--- src/include/clear_ctrl_pkg.sv ---
/*
  Constants for the command register bank: register indices, bit positions, masks, reset values and bus codes.
  Assumes an AXI4-Lite master with 32-bit data and a 16-bit byte address.
*/
package clear_ctrl_pkg;

  // ==========================================================================
  // Register indices (byte address is four times the index)
  localparam logic [13:0] IDX_LOOP_CLR = 14'h0a06;
  localparam logic [13:0] IDX_HIST_CLR = 14'h0a07;
  localparam logic [13:0] IDX_REF_CLR = 14'h0a08;
  localparam logic [13:0] IDX_SPARE = 14'h0a09;
  localparam logic [13:0] IDX_PHASE_CTRL = 14'h0a0a;
  localparam logic [13:0] IDX_TIMER_FORCE = 14'h0a0b;
  localparam logic [13:0] IDX_OVERRIDE = 14'h0a0c;
  localparam logic [13:0] IDX_BYPASS = 14'h0a0d;

  // ==========================================================================
  // Writable bit masks; everything outside reads zero and ignores writes
  localparam logic [7:0] MASK_LOOP_CLR = 8'hff;
  localparam logic [7:0] MASK_HIST_CLR = 8'h1f;
  localparam logic [7:0] MASK_REF_CLR = 8'h77;
  localparam logic [7:0] MASK_PHASE_CTRL = 8'h07;
  localparam logic [7:0] MASK_TIMER_FORCE = 8'h03;
  localparam logic [7:0] MASK_REF_SEL = 8'h03;

  // ==========================================================================
  // Bit positions
  localparam int REF_SECOND_LO = 4;
  localparam int REF_FIRST_LO = 0;
  localparam int PH_ZERO_BIT = 2;
  localparam int PH_DOWN_BIT = 1;
  localparam int PH_UP_BIT = 0;
  localparam int SECOND_REF_BIT = 1;
  localparam int FIRST_REF_BIT = 0;

  // ==========================================================================
  // Reset values and bus answers
  localparam logic [7:0] RST_BYTE = 8'h00;
  localparam logic [1:0] RESP_OKAY = 2'h0;
  localparam logic [1:0] RESP_SLVERR = 2'h2;

endpackage

--- src/include/byte_write_if.sv ---
/*
  Carrier for one register's write strobe and data byte between the bus slave and a strobe register.
  Assumes a single clock domain; the strobe is one cycle long.
*/
`timescale 1ns/100ps
`default_nettype none
interface byte_write_if;
  logic wr_en;
  logic [7:0] wdata;
  modport source (output wr_en, output wdata);
  modport sink (input wr_en, input wdata);
endinterface
`default_nettype wire

--- src/core/irq_clear_ref_ctrl.sv ---
/*
  Command register bank of the clock translator on an AXI4-Lite slave: interrupt clear pulses,
  phase offset step pulses, forced validation timeouts and reference monitor override and bypass.
  Assumes the interrupt monitor, phase accumulator, reference monitors and validation timers sit
  outside and act on one-cycle pulses and steady levels from this block.
*/
`timescale 1ns/100ps
`default_nettype none
module irq_clear_ref_ctrl import clear_ctrl_pkg::*; (
  input wire logic i_mclk,                     // System clock, 200 MHz
  input wire logic i_rst_n,                    // Async reset, active low
  // AXI4-Lite write address
  input wire logic [15:0] i_s_axi_awaddr,      // Write byte address
  input wire logic [2:0] i_s_axi_awprot,       // Protection, unused
  input wire logic i_s_axi_awvalid,            // Write address valid
  output logic o_s_axi_awready,                // Write address ready
  // AXI4-Lite write data
  input wire logic [31:0] i_s_axi_wdata,       // Write data
  input wire logic [3:0] i_s_axi_wstrb,        // Byte enables
  input wire logic i_s_axi_wvalid,             // Write data valid
  output logic o_s_axi_wready,                 // Write data ready
  // AXI4-Lite write response
  output logic [1:0] o_s_axi_bresp,            // Write response
  output logic o_s_axi_bvalid,                 // Write response valid
  input wire logic i_s_axi_bready,             // Write response ready
  // AXI4-Lite read address
  input wire logic [15:0] i_s_axi_araddr,      // Read byte address
  input wire logic [2:0] i_s_axi_arprot,       // Protection, unused
  input wire logic i_s_axi_arvalid,            // Read address valid
  output logic o_s_axi_arready,                // Read address ready
  // AXI4-Lite read data
  output logic [31:0] o_s_axi_rdata,           // Read data
  output logic [1:0] o_s_axi_rresp,            // Read response
  output logic o_s_axi_rvalid,                 // Read data valid
  input wire logic i_s_axi_rready,             // Read data ready
  // Interrupt monitor clears
  output logic [7:0] o_loop_event_clear,       // Digital loop event clears
  output logic [4:0] o_history_event_clear,    // History, clamp, slew clears
  output logic [2:0] o_first_ref_event_clear,  // First input clears
  output logic [2:0] o_second_ref_event_clear, // Second input clears
  // Phase offset accumulator commands
  output logic o_phase_offset_zero,            // Zero the offset
  output logic o_phase_offset_step_down,       // Subtract step once
  output logic o_phase_offset_step_up,         // Add step once
  // Validation timers and reference monitors
  output logic o_first_ref_force_valid,        // Expire first timer now
  output logic o_second_ref_force_valid,       // Expire second timer now
  output logic o_first_ref_invalid,            // First input forced invalid
  output logic o_second_ref_invalid,           // Second input forced invalid
  output logic o_first_ref_bypass,             // First monitor bypassed
  output logic o_second_ref_bypass             // Second monitor bypassed
);

  // ==========================================================================
  // Write channel holding state
  logic aw_held;
  logic w_held;
  logic [13:0] aw_index;
  logic [7:0] w_byte;
  logic w_lane0;
  logic do_write;
  logic next_aw_held;
  logic next_w_held;
  logic wr_mapped;

  // ==========================================================================
  // Read channel holding state
  logic ar_held;
  logic [13:0] ar_index;
  logic next_ar_held;
  logic do_read;

  // ==========================================================================
  // Steady control registers
  logic [7:0] override_reg;
  logic [7:0] bypass_reg;

  // ==========================================================================
  // Strobe register carriers
  byte_write_if loop_wp ();
  byte_write_if hist_wp ();
  byte_write_if ref_wp ();
  byte_write_if phase_wp ();
  byte_write_if force_wp ();

  logic [7:0] loop_pulse;
  logic [4:0] hist_pulse;
  logic [7:0] ref_pulse;
  logic [2:0] phase_pulse;
  logic [1:0] force_pulse;

  // ==========================================================================
  // Write handshake: address and data are taken in either order and held
  // until both are present and no response is still waiting
  assign do_write = aw_held && w_held && !o_s_axi_bvalid;
  assign next_aw_held = (aw_held || (i_s_axi_awvalid && o_s_axi_awready)) && !do_write;
  assign next_w_held = (w_held || (i_s_axi_wvalid && o_s_axi_wready)) && !do_write;

  // Held flags
  always_ff @(posedge i_mclk or negedge i_rst_n) begin
    if (!i_rst_n) begin
      aw_held <= 1'b0;
      w_held <= 1'b0;
    end else begin
      aw_held <= next_aw_held;
      w_held <= next_w_held;
    end
  end

  // Ready flags come from flops; one slot each, so ready drops while held
  always_ff @(posedge i_mclk or negedge i_rst_n) begin
    if (!i_rst_n) begin
      o_s_axi_awready <= 1'b0;
      o_s_axi_wready <= 1'b0;
    end else begin
      o_s_axi_awready <= !next_aw_held;
      o_s_axi_wready <= !next_w_held;
    end
  end

  // Capture address index and the low byte lane
  always_ff @(posedge i_mclk or negedge i_rst_n) begin
    if (!i_rst_n) begin
      aw_index <= '0;
      w_byte <= RST_BYTE;
      w_lane0 <= 1'b0;
    end else begin
      if (i_s_axi_awvalid && o_s_axi_awready) begin
        aw_index <= i_s_axi_awaddr[15:2];
      end
      if (i_s_axi_wvalid && o_s_axi_wready) begin
        w_byte <= i_s_axi_wdata[7:0];
        w_lane0 <= i_s_axi_wstrb[0];
      end
    end
  end

  // Write address decode; the spare byte is mapped but inert
  always_comb begin
    if (aw_index == IDX_LOOP_CLR) begin
      wr_mapped = 1'b1;
    end else if (aw_index == IDX_HIST_CLR) begin
      wr_mapped = 1'b1;
    end else if (aw_index == IDX_REF_CLR) begin
      wr_mapped = 1'b1;
    end else if (aw_index == IDX_SPARE) begin
      wr_mapped = 1'b1;
    end else if (aw_index == IDX_PHASE_CTRL) begin
      wr_mapped = 1'b1;
    end else if (aw_index == IDX_TIMER_FORCE) begin
      wr_mapped = 1'b1;
    end else if (aw_index == IDX_OVERRIDE) begin
      wr_mapped = 1'b1;
    end else if (aw_index == IDX_BYPASS) begin
      wr_mapped = 1'b1;
    end else begin
      wr_mapped = 1'b0;
    end
  end

  // Write response; unmapped addresses answer with a slave error
  always_ff @(posedge i_mclk or negedge i_rst_n) begin
    if (!i_rst_n) begin
      o_s_axi_bvalid <= 1'b0;
      o_s_axi_bresp <= RESP_OKAY;
    end else if (do_write) begin
      o_s_axi_bvalid <= 1'b1;
      o_s_axi_bresp <= wr_mapped ? RESP_OKAY : RESP_SLVERR;
    end else if (o_s_axi_bvalid && i_s_axi_bready) begin
      o_s_axi_bvalid <= 1'b0;
    end
  end

  // ==========================================================================
  // Strobe decode: only byte lane 0 carries register data
  assign loop_wp.wr_en = do_write && w_lane0 && (aw_index == IDX_LOOP_CLR);
  assign loop_wp.wdata = w_byte;
  assign hist_wp.wr_en = do_write && w_lane0 && (aw_index == IDX_HIST_CLR);
  assign hist_wp.wdata = w_byte;
  assign ref_wp.wr_en = do_write && w_lane0 && (aw_index == IDX_REF_CLR);
  assign ref_wp.wdata = w_byte;
  assign phase_wp.wr_en = do_write && w_lane0 && (aw_index == IDX_PHASE_CTRL);
  assign phase_wp.wdata = w_byte;
  assign force_wp.wr_en = do_write && w_lane0 && (aw_index == IDX_TIMER_FORCE);
  assign force_wp.wdata = w_byte;

  // ==========================================================================
  // Self-clearing command registers
  autoclear_strobe #(.WIDTH(8), .MASK(MASK_LOOP_CLR)) u_loop_clr (
    .i_mclk(i_mclk),
    .i_rst_n(i_rst_n),
    .wp(loop_wp.sink),
    .o_pulse(loop_pulse)
  );

  autoclear_strobe #(.WIDTH(5), .MASK(MASK_HIST_CLR)) u_hist_clr (
    .i_mclk(i_mclk),
    .i_rst_n(i_rst_n),
    .wp(hist_wp.sink),
    .o_pulse(hist_pulse)
  );

  autoclear_strobe #(.WIDTH(8), .MASK(MASK_REF_CLR)) u_ref_clr (
    .i_mclk(i_mclk),
    .i_rst_n(i_rst_n),
    .wp(ref_wp.sink),
    .o_pulse(ref_pulse)
  );

  autoclear_strobe #(.WIDTH(3), .MASK(MASK_PHASE_CTRL)) u_phase_ctrl (
    .i_mclk(i_mclk),
    .i_rst_n(i_rst_n),
    .wp(phase_wp.sink),
    .o_pulse(phase_pulse)
  );

  autoclear_strobe #(.WIDTH(2), .MASK(MASK_TIMER_FORCE)) u_timer_force (
    .i_mclk(i_mclk),
    .i_rst_n(i_rst_n),
    .wp(force_wp.sink),
    .o_pulse(force_pulse)
  );

  // ==========================================================================
  // Pulse fan-out; each output is a slice of a strobe flop
  assign o_loop_event_clear = loop_pulse;
  assign o_history_event_clear = hist_pulse;
  assign o_second_ref_event_clear = ref_pulse[REF_SECOND_LO +: 3];
  assign o_first_ref_event_clear = ref_pulse[REF_FIRST_LO +: 3];
  assign o_phase_offset_zero = phase_pulse[PH_ZERO_BIT];
  assign o_phase_offset_step_down = phase_pulse[PH_DOWN_BIT];
  assign o_phase_offset_step_up = phase_pulse[PH_UP_BIT];
  // Force pulses are passed as written; a write that sets bypass in the same
  // cycle is not blocked here, so ordering stays software's duty
  assign o_second_ref_force_valid = force_pulse[SECOND_REF_BIT];
  assign o_first_ref_force_valid = force_pulse[FIRST_REF_BIT];

  // ==========================================================================
  // Override register: steady level, reset clear
  always_ff @(posedge i_mclk or negedge i_rst_n) begin
    if (!i_rst_n) begin
      override_reg <= RST_BYTE;
    end else if (do_write && w_lane0 && (aw_index == IDX_OVERRIDE)) begin
      override_reg <= w_byte & MASK_REF_SEL;
    end
  end

  // Bypass register: steady level, reset clear
  always_ff @(posedge i_mclk or negedge i_rst_n) begin
    if (!i_rst_n) begin
      bypass_reg <= RST_BYTE;
    end else if (do_write && w_lane0 && (aw_index == IDX_BYPASS)) begin
      bypass_reg <= w_byte & MASK_REF_SEL;
    end
  end

  assign o_second_ref_invalid = override_reg[SECOND_REF_BIT];
  assign o_first_ref_invalid = override_reg[FIRST_REF_BIT];
  assign o_second_ref_bypass = bypass_reg[SECOND_REF_BIT];
  assign o_first_ref_bypass = bypass_reg[FIRST_REF_BIT];

  // ==========================================================================
  // Read handshake: one read held at a time, answered the cycle after
  assign do_read = ar_held && !o_s_axi_rvalid;
  assign next_ar_held = (ar_held || (i_s_axi_arvalid && o_s_axi_arready)) && !do_read;

  // Read held flag, ready and address
  always_ff @(posedge i_mclk or negedge i_rst_n) begin
    if (!i_rst_n) begin
      ar_held <= 1'b0;
      o_s_axi_arready <= 1'b0;
      ar_index <= '0;
    end else begin
      ar_held <= next_ar_held;
      o_s_axi_arready <= !next_ar_held;
      if (i_s_axi_arvalid && o_s_axi_arready) begin
        ar_index <= i_s_axi_araddr[15:2];
      end
    end
  end

  // Read data; command registers and the spare byte return a constant zero, not their pulse bits
  always_ff @(posedge i_mclk or negedge i_rst_n) begin
    if (!i_rst_n) begin
      o_s_axi_rvalid <= 1'b0;
      o_s_axi_rdata <= '0;
      o_s_axi_rresp <= RESP_OKAY;
    end else if (do_read) begin
      o_s_axi_rvalid <= 1'b1;
      if (ar_index == IDX_OVERRIDE) begin
        o_s_axi_rdata <= {24'h000000, override_reg};
        o_s_axi_rresp <= RESP_OKAY;
      end else if (ar_index == IDX_BYPASS) begin
        o_s_axi_rdata <= {24'h000000, bypass_reg};
        o_s_axi_rresp <= RESP_OKAY;
      end else if ((ar_index >= IDX_LOOP_CLR) && (ar_index <= IDX_TIMER_FORCE)) begin
        o_s_axi_rdata <= '0;
        o_s_axi_rresp <= RESP_OKAY;
      end else begin
        o_s_axi_rdata <= '0;
        o_s_axi_rresp <= RESP_SLVERR;
      end
    end else if (o_s_axi_rvalid && i_s_axi_rready) begin
      o_s_axi_rvalid <= 1'b0;
    end
  end

endmodule
`default_nettype wire

--- src/core/autoclear_strobe.sv ---
/*
  One self-clearing command register: a written one appears as a single-cycle pulse, then drops.
  Assumes the write strobe is already decoded and byte-enabled by the bus slave.
*/
`timescale 1ns/100ps
`default_nettype none
module autoclear_strobe #(
  parameter int WIDTH = 8,
  parameter logic [7:0] MASK = 8'hff
) (
  input wire logic i_mclk,            // System clock
  input wire logic i_rst_n,           // Async reset, active low
  byte_write_if.sink wp,              // Decoded write strobe and byte
  output logic [WIDTH-1:0] o_pulse    // One-cycle command pulses
);

  // ==========================================================================
  // Pulse register: loads masked data on a write, zero on every other cycle
  // so a command can never stay asserted
  always_ff @(posedge i_mclk or negedge i_rst_n) begin
    if (!i_rst_n) begin
      o_pulse <= '0;
    end else if (wp.wr_en) begin
      o_pulse <= WIDTH'(wp.wdata & MASK);
    end else begin
      o_pulse <= '0;
    end
  end

endmodule
`default_nettype wire

--- config.mk ---
export PLATFORM = sky130hd
export DESIGN_NAME = irq_clear_ref_ctrl
export DESIGN_NICKNAME = d
export VERILOG_FILES = /design/src/include/clear_ctrl_pkg.sv /design/src/include/byte_write_if.sv /design/src/core/irq_clear_ref_ctrl.sv /design/src/core/autoclear_strobe.sv
export SDC_FILE = /design/constraint.sdc
export NUM_CORES = 1
export LEC_CHECK = 0
export BUFFER_PORTS_ARGS = -buffer_cell sky130_fd_sc_hd__buf_4
export CAP_MARGIN = 10
export CORE_MARGIN = 10
export CORE_UTILIZATION = 50
export CTS_BUF_LIST = sky130_fd_sc_hd__clkbuf_16
export DETAILED_ROUTE_END_ITERATION = 10
export PLACE_DENSITY = 0.84
export REMOVE_ABC_BUFFERS = 1
export SLEW_MARGIN = 20
export SYNTH_ARGS = -nofsm -noshare
export SYNTH_HDL_FRONTEND = slang
export SYNTH_HIERARCHICAL = 1
export SYNTH_SLANG_ARGS = --single-unit
--- constraint.sdc ---
create_clock -name i_mclk -period 5.51 [get_ports i_mclk]
set_input_delay 0.2755 -clock i_mclk [delete_from_list [all_inputs] [get_ports i_mclk]]
set_output_delay 0.2755 -clock i_mclk [all_outputs]
set_load 0.01 [all_outputs]
==> key figures, run 1 <==
Global route
  • Grt peak-use layer: met2
  • GRT overflow: 0
  • Met1 Use GR: 14.81%
  • Initial antenna violation count: 0
  • Largest net degree at the start of global routing: 78
  • Grt met2 use: 21.54%
  • Vias in the first global route: 2049
  • First-pass GRT wire length: 10.54 mm
  • Met3 GRT Util: 6.920%
  • GRT Util Overall: 13.33%

Critical path
  • Crit path DAT: 2.53 ns
  • Cells on worst reg2reg path: 5
  • CP Class: flop to flop
  • Worst reg2reg setup slack: 3.23 ns
  • WP data required: 5.76 ns
  • CP startpoint kind: flop
  • Crit. Startpoint: aw_index[4]
  • Critical path destination: u_hist_clr/o_pulse[2]
  • Critical Path, Cell by Cell: nor4b_4 -> nand3_2 -> or3_4 -> nor4_1 -> and2_1
  • Bufs and invs on worst path: 0
  • Largest delay share family, worst path: simple AND/OR/NAND/NOR gates
  • CP Max Fanout: 5
  • Critical-path top delay cell: nor4_1
  • R2R Path Start: aw_index[4]
  • Worst R2R End: u_hist_clr/o_pulse[2]
  • Max incr delay on CP: 0.70 ns
  • Crit path depth: 5
  • Critical path endpoint category: flop

Power and ir drop
  • P per Cell Area: 446.8 nW/µm²
  • VDD IR max: 0.3309 mV
  • Pleak: 1.970 nW
  • Reg power frac: 49.7%
  • Switching Share: 28.92%
  • Clock power frac: 28.4%
  • Combinational group share of total power: 22.0%
  • Pint: 0.001261 W
  • P_sw: 0.0005132 W
  • Power consumption: 0.001774 W

Place
  • IO buf count: 80
  • HPWL after DPL: 4.826 mm
  • Pre-CTS setup slack: 3.061 ns
  • Placer Congestion: 0.7251

Yosys
  • Mapped Cells: 237
  • Mapped Area: 3157 µm²
  • Syn. warnings: 6
  • Avg Inst Size Synth: 13.32 µm²

Route
  • Starting DRC count in detailed routing: 38
  • Via count: 1882
  • Post-Route WL: 6.398 mm
  • Final ANT Viol Nets: 0
  • 1st-pass router iterations: 4
  • Vias per cell: 4.682
  • DR WL/cell: 15.92 µm
  • DRC: 0

Cells and area
  • Most common library cell in the layout ignoring fill and taps: buf_4
  • Largest registers: ar_index: 14 flops, aw_index: 14 flops
  • Layout cell share with drive strength beyond 1: 42.20%
  • Fin util: 65.91%
  • Final Net Count: 403
  • FILL cells: 472
  • # diodes: 0
  • Synthesis-to-finish area growth: 25.80%
  • Commonest non-fill, non-tap cells in the layout: buf_4 (80), dfrtp_1 (77), mux2_2 (39), conb_1 (32), and2_1 (27)

STA
  • Final Skew: 0.004049 ns
  • Hold Fails Final Rpt: 0
  • Period utilisation layout: 41.33%
  • RSZ-0062 raised after global routing: no
  • Final worst setup slack: 3.233 ns
  • Rel. slew slack: 37.67%
  • Max Slew Vio Count: 0
  • Setup TNS: 0 ns
  • Slew @ Worst Pin: 0.9350 ns
  • Max frequency: 439.2 MHz
  • Final min period: 2.277 ns
  • Final setup fails: 0

Floorplanning
  • DIE WIDTH: 99.46 µm
  • Core area: 6026 µm²
  • Die area: 9891 µm²
  • Die Y-Extent: 99.46 µm
  • Num rows: 28
  • IO Pins: 150
  • Initial Utilization: 52.39%

Clock tree
  • CTS Sinks: 77
  • CTS Hold Bufs: 0
  • Inserted Clock Buffers: 9
  • CTS root buf: clkbuf_16
  • Later-pin clock latency in the skew report: 0.32 ns
  • CTS tree: done
  • H-tree depth: 3
  • Max clock buf depth: 2
  • Post-cts resize count: 0
  • Post-CTS Setup Inserts: 0
  • CTS clk-pin slew, worst paths: 0.06 ns

Status
  • Run status: finished, final reports clean

Min path
  • Worst Hold Class: primary input to asynchronous set/reset pin

Run
  • Max-cap check violation count: 0
per-stage QoR:
stage / cells / area (µm²) / hold WS, ns
after CTS: 402 / 3965 / 0.1255
after global placement: 386 / 3706 / 0.4592
after detailed placement: 386 / 3706 / 0.4676
after floorplan: 231 / 3012 / -0.02009
final: 402 / 3971 / 0.07806
after global routing: 402 / 3971 / 0.1368
worst min path at each step:
| stage | end | slack, ns |
|---|---|---|
| after floorplan | ar_held | -0.02 |
| after global placement | o_s_axi_bvalid | 0.46 |
| after detailed placement | o_s_axi_rvalid | 0.47 |
| after CTS | ar_index[13] | 0.13 |
| after global routing | o_s_axi_rvalid | 0.14 |
| final | ar_index[13] | 0.08 |
final cells by class:
class                      instances  area, µm²  share of cell area (%)
multi-input combinational        147       1065                   26.81
clock inverter                     7      33.78                  0.8507
clock buffer                       9      225.2                   5.671
tap                               75      93.84                   2.363
inverter                           7      26.28                  0.6616
timing repair buffer              80      600.6                   15.12
sequential                        77       1927                   48.52
power by group through the flow:
stage / sequential [W] / combinational (W) / clock [W]
6_report: 0.000881 / 0.000390 / 0.000503
5_1_grt: 0.000912 / 0.000434 / 0.000543
3_3_place_gp: 0.000876 / 0.000378 / 0
2_1_floorplan: 0.000864 / 0.000263 / 0
4_1_cts: 0.000881 / 0.000396 / 0.000516
3_5_place_dp: 0.000889 / 0.000393 / 0
routing by layer:
| metal | up-vias | part of all wire, % |
|---|---|---|
| li1 | 906 | - |
| met1 | 896 | 39 |
| met2 | 76 | 51 |
| met3 | 4 | 9.3 |
| met4 | 0 | 0.95 |
| met5 | - | 0 |
Power figures use the tool's default switching activity.
==> inputs of run 2 (changes only) <==
CORE_UTILIZATION = 46   (was 50)
PLACE_DENSITY = 0.78   (was 0.84)
clock period = 2.3 ns   (was 5.51 ns; I/O delays follow)
==> key figures, run 2 (synthesis results as in run 1) <==
Route
  • 1st-pass router iterations: 4 (unchanged)
  • Post-Route WL: 6.299 mm (was 6.398 mm)
  • Final ANT Viol Nets: 0 (unchanged)
  • DR WL/cell: 15.25 µm (was 15.92 µm)
  • Via count: 1946 (was 1882)
  • DRC: 0 (unchanged)
  • Vias per cell: 4.712 (was 4.682)
  • Starting DRC count in detailed routing: 25 (was 38)

Clock tree
  • CTS clk-pin slew, worst paths: 0.06 ns (about the same)
  • Inserted Clock Buffers: 9 (unchanged)
  • CTS root buf: clkbuf_16 (unchanged)
  • Max clock buf depth: 2 (unchanged)
  • CTS tree: done (unchanged)
  • Later-pin clock latency in the skew report: 0.33 ns (was 0.32 ns)
  • CTS Sinks: 77 (unchanged)
  • H-tree depth: 3 (unchanged)
  • Post-CTS Setup Inserts: 0 (unchanged)
  • Post-cts resize count: 0 (unchanged)

STA
  • Final setup fails: 0 (unchanged)
  • Final Skew: 0.006540 ns (was 0.004049 ns)
  • Hold Fails Final Rpt: 0 (unchanged)
  • Max frequency: 501.0 MHz (was 439.2 MHz)
  • Setup TNS: 0 ns (unchanged)
  • Rel. slew slack: 38.08% (was 37.67%)
  • Slew @ Worst Pin: 0.9287 ns (was 0.9350 ns)
  • RSZ-0062 raised after global routing: no (unchanged)
  • Final min period: 1.996 ns (was 2.277 ns)
  • Max Slew Vio Count: 0 (unchanged)
  • Period utilisation layout: 86.79% (was 41.33%)
  • Hold Slack: 0.01002 ns (was 0.07806 ns)

Global route
  • Largest net degree at the start of global routing: 78 (unchanged)
  • First-pass GRT wire length: 9.666 mm (was 10.54 mm)
  • Initial antenna violation count: 0 (unchanged)
  • Vias in the first global route: 2075 (was 2049)
  • GRT Util Overall: 11.82% (was 13.33%)
  • GRT overflow: 0 (unchanged)

Place
  • IO buf count: 80 (unchanged)
  • HPWL after DPL: 4.828 mm (was 4.826 mm)
  • Placer Congestion: 0.7693 (was 0.7251)

Critical path
  • Crit. Startpoint: aw_index[4] (unchanged)
  • Worst reg2reg setup slack: 0.30 ns (was 3.23 ns)
  • Critical path endpoint category: flop (unchanged)
  • WP data required: 2.56 ns (was 5.76 ns)
  • Cells on worst reg2reg path: 6 (was 5)
  • CP startpoint kind: flop (unchanged)
  • Crit path DAT: 2.25 ns (was 2.53 ns)
  • CP Class: flop to flop (unchanged)
  • CP Max Fanout: 8 (was 5)
  • R2R Path Start: aw_index[4] (unchanged)

Floorplanning
  • Die area: 10580 µm² (was 9891 µm²)
  • Die Y-Extent: 102.8 µm (was 99.46 µm)
  • IO Pins: 150 (unchanged)
  • Core area: 6719 µm² (was 6026 µm²)
  • Initial Utilization: 46.98% (was 52.39%)
  • Num rows: 30 (was 28)
  • DIE WIDTH: 102.8 µm (was 99.46 µm)

Cells and area
  • Final Net Count: 409 (was 403)
  • Layout cell share with drive strength beyond 1: 42.64% (was 42.20%)
  • Commonest non-fill, non-tap cells in the layout: buf_4 (82), dfrtp_1 (77), mux2_2 (39), conb_1 (32), and2_1 (27) (was buf_4 (80), dfrtp_1 (77), mux2_2 (39), conb_1 (32), and2_1 (27))
  • Most common library cell in the layout ignoring fill and taps: buf_4 (unchanged)
  • # diodes: 0 (unchanged)
  • Largest registers: ar_index: 14 flops, aw_index: 14 flops (unchanged)
  • Synthesis-to-finish area growth: 29.01% (was 25.80%)

Power and ir drop
  • Pleak: 2.009 nW (was 1.970 nW)
  • VDD IR max: 0.7261 mV (was 0.3309 mV)
  • P per Cell Area: 1092 nW/µm² (was 446.8 nW/µm²)

Min path
  • Worst Hold Class: primary input to flop (was primary input to asynchronous set/reset pin)
  • Hold Path Depth: 3
  • Hold path startpoint: i_s_axi_awaddr[2]

Run
  • Max-cap check violation count: 0 (unchanged)

Status
  • Run status: finished, final reports clean (unchanged)
[run 2: what timing repair did]
action | 4_1_cts | 5_1_grt
setup endpoints to repair | 0 | 0
hold buffers | 4 | 0
hold endpoints to repair | 80 | 0
[run 2: worst paths after layout]
kind	end
worst max-delay path	u_loop_clr/o_pulse[3]
worst min-delay path	aw_index[0]
worst max register to register	u_loop_clr/o_pulse[3]
worst min register to register	o_s_axi_rresp[1]
max in group asynchronous	ar_index[12]
min in group asynchronous	u_hist_clr/o_pulse[4]
[run 2: worst max-delay path, stage by stage (launching register included)]
cell	delay (ns)
dfrtp_1	0.40
nor4b_4	0.35
nand3_2	0.14
or3_4	0.37
nor4_1	0.31
buf_4	0.22
and2_1	0.14
[run 2: per-layer routing]
| layer | GRT usage (%) | wire (µm) |
|---|---|---|
| met4 | 6.310 | 113 |
| met3 | 4.424 | 454 |
| met5 | 0 | 0 |
| met1 | 13.49 | 2521 |
| met2 | 18.94 | 3210 |
[run 2: through the flow]
step / total power [W] / utilization [%] / setup slack [ns] / std cells / area [µm²]
floorplan: 0.002701 / - / 0.3981 / 231 / 3012
global placement: 0.003013 / 55.47 / 0.4203 / 393 / 3727
detailed placement: 0.003078 / 55.47 / 0.3140 / 393 / 3727
finish: 0.004447 / 60.61 / 0.3038 / 413 / 4073
CTS: 0.004501 / 60.61 / 0.3024 / 413 / 4073
global route: 0.004725 / 60.61 / 0.1982 / 413 / 4073
[run 2: final cells by class]
type	instances	area [µm²]
Inverter	7	26.28
Clock inverter	7	80.08
Sequential cell	77	1927
Clock buffer	9	225.2
Fill cell	540	2646
Timing Repair Buffer	86	655.6
Tap cell	80	100.1
Multi-Input combinational cell	147	1059
[run 2: where the power goes]
group	total (W)	internal (W)	switching (W)	leakage, nW
Clock	0.00141	0.000852	0.000555	0.143
Sequential	0.00211	0.00178	0.000326	0.971
Combinational	0.000932	0.000531	0.000401	0.895
Total	0.00445	0.00317	0.00128	2.01
==> inputs of run 3 (changes only) <==
ABC_AREA = 1   (was not set)
CORE_UTILIZATION = 47   (was 46)
==> key figures, run 3 <==
Floorplanning
  • DIE WIDTH: 105.1 µm (was 102.8 µm)
  • IO Pins: 150 (unchanged)
  • Die area: 11050 µm² (was 10580 µm²)
  • Num rows: 30 (unchanged)
  • Initial Utilization: 49.29% (was 46.98%)
  • Core area: 6907 µm² (was 6719 µm²)
  • Die Y-Extent: 105.1 µm (was 102.8 µm)

Yosys
  • Mapped Area: 3405 µm² (was 3157 µm²)
  • Mapped Cells: 376 (was 237)
  • Syn. warnings: 6 (unchanged)
  • Avg Inst Size Synth: 9.055 µm² (was 13.32 µm²)

Global route
  • Grt met2 use: 22.86% (was 18.94%)
  • Grt peak-use layer: met2 (unchanged)
  • GRT Util Overall: 13.48% (was 11.82%)
  • Vias in the first global route: 2692 (was 2075)
  • GRT overflow: 0 (unchanged)
  • Initial antenna violation count: 1 (was 0)
  • Met1 Use GR: 14.87% (was 13.49%)
  • Met3 GRT Util: 4.545% (was 4.424%)
  • First-pass GRT wire length: 12.30 mm (was 9.666 mm)
  • Largest net degree at the start of global routing: 78 (unchanged)

Clock tree
  • CTS clk-pin slew, worst paths: 0.06 ns (about the same)
  • Max clock buf depth: 2 (unchanged)
  • CTS tree: done (unchanged)
  • CTS root buf: clkbuf_16 (unchanged)
  • Post-cts resize count: 0 (unchanged)
  • Inserted Clock Buffers: 9 (unchanged)
  • CTS Hold Bufs: 23 (was 4)
  • H-tree depth: 3 (unchanged)
  • Later-pin clock latency in the skew report: 0.33 ns (about the same)
  • Post-CTS Setup Inserts: 0 (unchanged)
  • CTS Sinks: 77 (unchanged)

Route
  • DRC: 0 (unchanged)
  • Post-Route WL: 7.490 mm (was 6.299 mm)
  • DR WL/cell: 12.78 µm (was 15.25 µm)
  • Final ANT Viol Nets: 0 (unchanged)
  • 1st-pass router iterations: 4 (unchanged)
  • Starting DRC count in detailed routing: 87 (was 25)
  • Vias per cell: 4.324 (was 4.712)
  • Via count: 2534 (was 1946)

STA
  • Setup TNS: 0 ns (unchanged)
  • Rel. slew slack: 38.62% (was 38.08%)
  • Max Slew Vio Count: 0 (unchanged)
  • Final Skew: 0.005568 ns (was 0.006540 ns)
  • Hold Slack: 0.009188 ns (was 0.01002 ns)
  • Hold Fails Final Rpt: 0 (unchanged)
  • RSZ-0062 raised after global routing: no (unchanged)
  • Final setup fails: 0 (unchanged)
  • Slew @ Worst Pin: 0.9207 ns (was 0.9287 ns)
  • Final min period: 1.631 ns (was 1.996 ns)
  • Max frequency: 613.2 MHz (was 501.0 MHz)
  • Period utilisation layout: 70.90% (was 86.79%)

Critical path
  • CP Max Fanout: 8 (unchanged)
  • Cells on worst reg2reg path: 7 (was 6)
  • Bufs and invs on worst path: 3 (was 1)
  • Max incr delay on CP: 0.46 ns (was 0.40 ns)
  • CP startpoint kind: flop (unchanged)
  • R2R Path Start: o_s_axi_bvalid (was aw_index[4])
  • CP most frequent cell: inv_1
  • Worst reg2reg setup slack: 0.67 ns (was 0.30 ns)
  • Worst R2R End: u_loop_clr/o_pulse[2] (was u_loop_clr/o_pulse[3])
  • CP Class: flop to flop (unchanged)
  • Critical Path, Cell by Cell: inv_2 -> nand3_2 -> nor2_2 -> inv_1 -> nor2_1 -> nand2_1 -> inv_1 (was nor4b_4 -> nand3_2 -> or3_4 -> nor4_1 -> buf_4 -> and2_1)
  • Crit path DAT: 1.90 ns (was 2.25 ns)
  • WP data required: 2.57 ns (was 2.56 ns)
  • Critical-path top delay cell: nor2_1 (was dfrtp_1)
  • Critical path endpoint category: flop (unchanged)
  • Largest delay share family, worst path: simple AND/OR/NAND/NOR gates (unchanged)
  • Crit. Startpoint: o_s_axi_bvalid (was aw_index[4])

Run
  • Max-cap check violation count: 0 (unchanged)

Min path
  • Hold Path Depth: 2 (was 3)
  • Hold path startpoint: i_s_axi_araddr[9] (was i_s_axi_awaddr[2])
  • Hold endpoint: ar_index[7] (was aw_index[0])
  • Worst Hold Class: primary input to flop (unchanged)

Cells and area
  • Largest registers: ar_index: 14 flops, aw_index: 14 flops (unchanged)
  • Synthesis-to-finish area growth: 32.05% (was 29.01%)
  • Commonest non-fill, non-tap cells in the layout: nand2_1 (117), buf_4 (80), dfrtp_1 (77), inv_1 (41), conb_1 (32) (was buf_4 (82), dfrtp_1 (77), mux2_2 (39), conb_1 (32), and2_1 (27))
  • Most common library cell in the layout ignoring fill and taps: nand2_1 (was buf_4)
  • Layout cell share with drive strength beyond 1: 26.18% (was 42.64%)
  • Final Non-Filler Cells: 586 (was 413)
  • Final Net Count: 565 (was 409)

Place
  • Placed Cells: 546 (was 393)
  • HPWL after DPL: 5.527 mm (was 4.828 mm)
  • Placer Congestion: 0.8012 (was 0.7693)
  • IO buf count: 80 (unchanged)

Power and ir drop
  • Pleak: 2.514 nW (was 2.009 nW)
  • VDD IR max: 0.5167 mV (was 0.7261 mV)
  • P per Cell Area: 1015 nW/µm² (was 1092 nW/µm²)

Status
  • Run status: finished, final reports clean (unchanged)
[run 3: how the worst max path moves through the flow]
stage,endpoint,slack (ns),cells after the start
detailed placement,u_loop_clr/o_pulse[7],0.67,7
finish,u_loop_clr/o_pulse[2],0.67,7
CTS,u_loop_clr/o_pulse[7],0.66,7
global placement,u_loop_clr/o_pulse[4],0.73,7
global route,u_loop_clr/o_pulse[7],0.50,7
floorplan,u_loop_clr/o_pulse[4],0.94,7
[run 3: area by class of cell]
class	count	area, µm²
fill	569	2411
sequential	77	1927
multi-input combinational	239	1120
timing repair buffer	103	830.8
clock buffer	9	225.2
inverter	54	202.7
tap	96	120.1
clock inverter	7	67.56
antenna	1	2.502
[run 3: report_power, final]
group | switching [W] | total [W] | internal, W
Clock | 0.000572 | 0.00133 | 0.000754
Combinational | 0.000723 | 0.00118 | 0.000457
Sequential | 0.000301 | 0.00206 | 0.00176
[run 3: routing by layer]
layer	up-vias	wire length (µm)
met5	-	0
met4	0	96
met3	6	476
met2	79	3729
met1	1152	3187
li1	1297	-
[run 3: stage by stage]
stage	instance area, µm²	utilization (%)	setup slack [ns]	total power, W
after floorplan	3249	-	0.9440	0.002828
after global placement	3970	57.48	0.7280	0.003155
after detailed placement	3970	57.48	0.6738	0.003232
after CTS	4493	65.05	0.6617	0.004608
after global routing	4496	65.09	0.4977	0.004865
final	4496	65.09	0.6693	0.004564
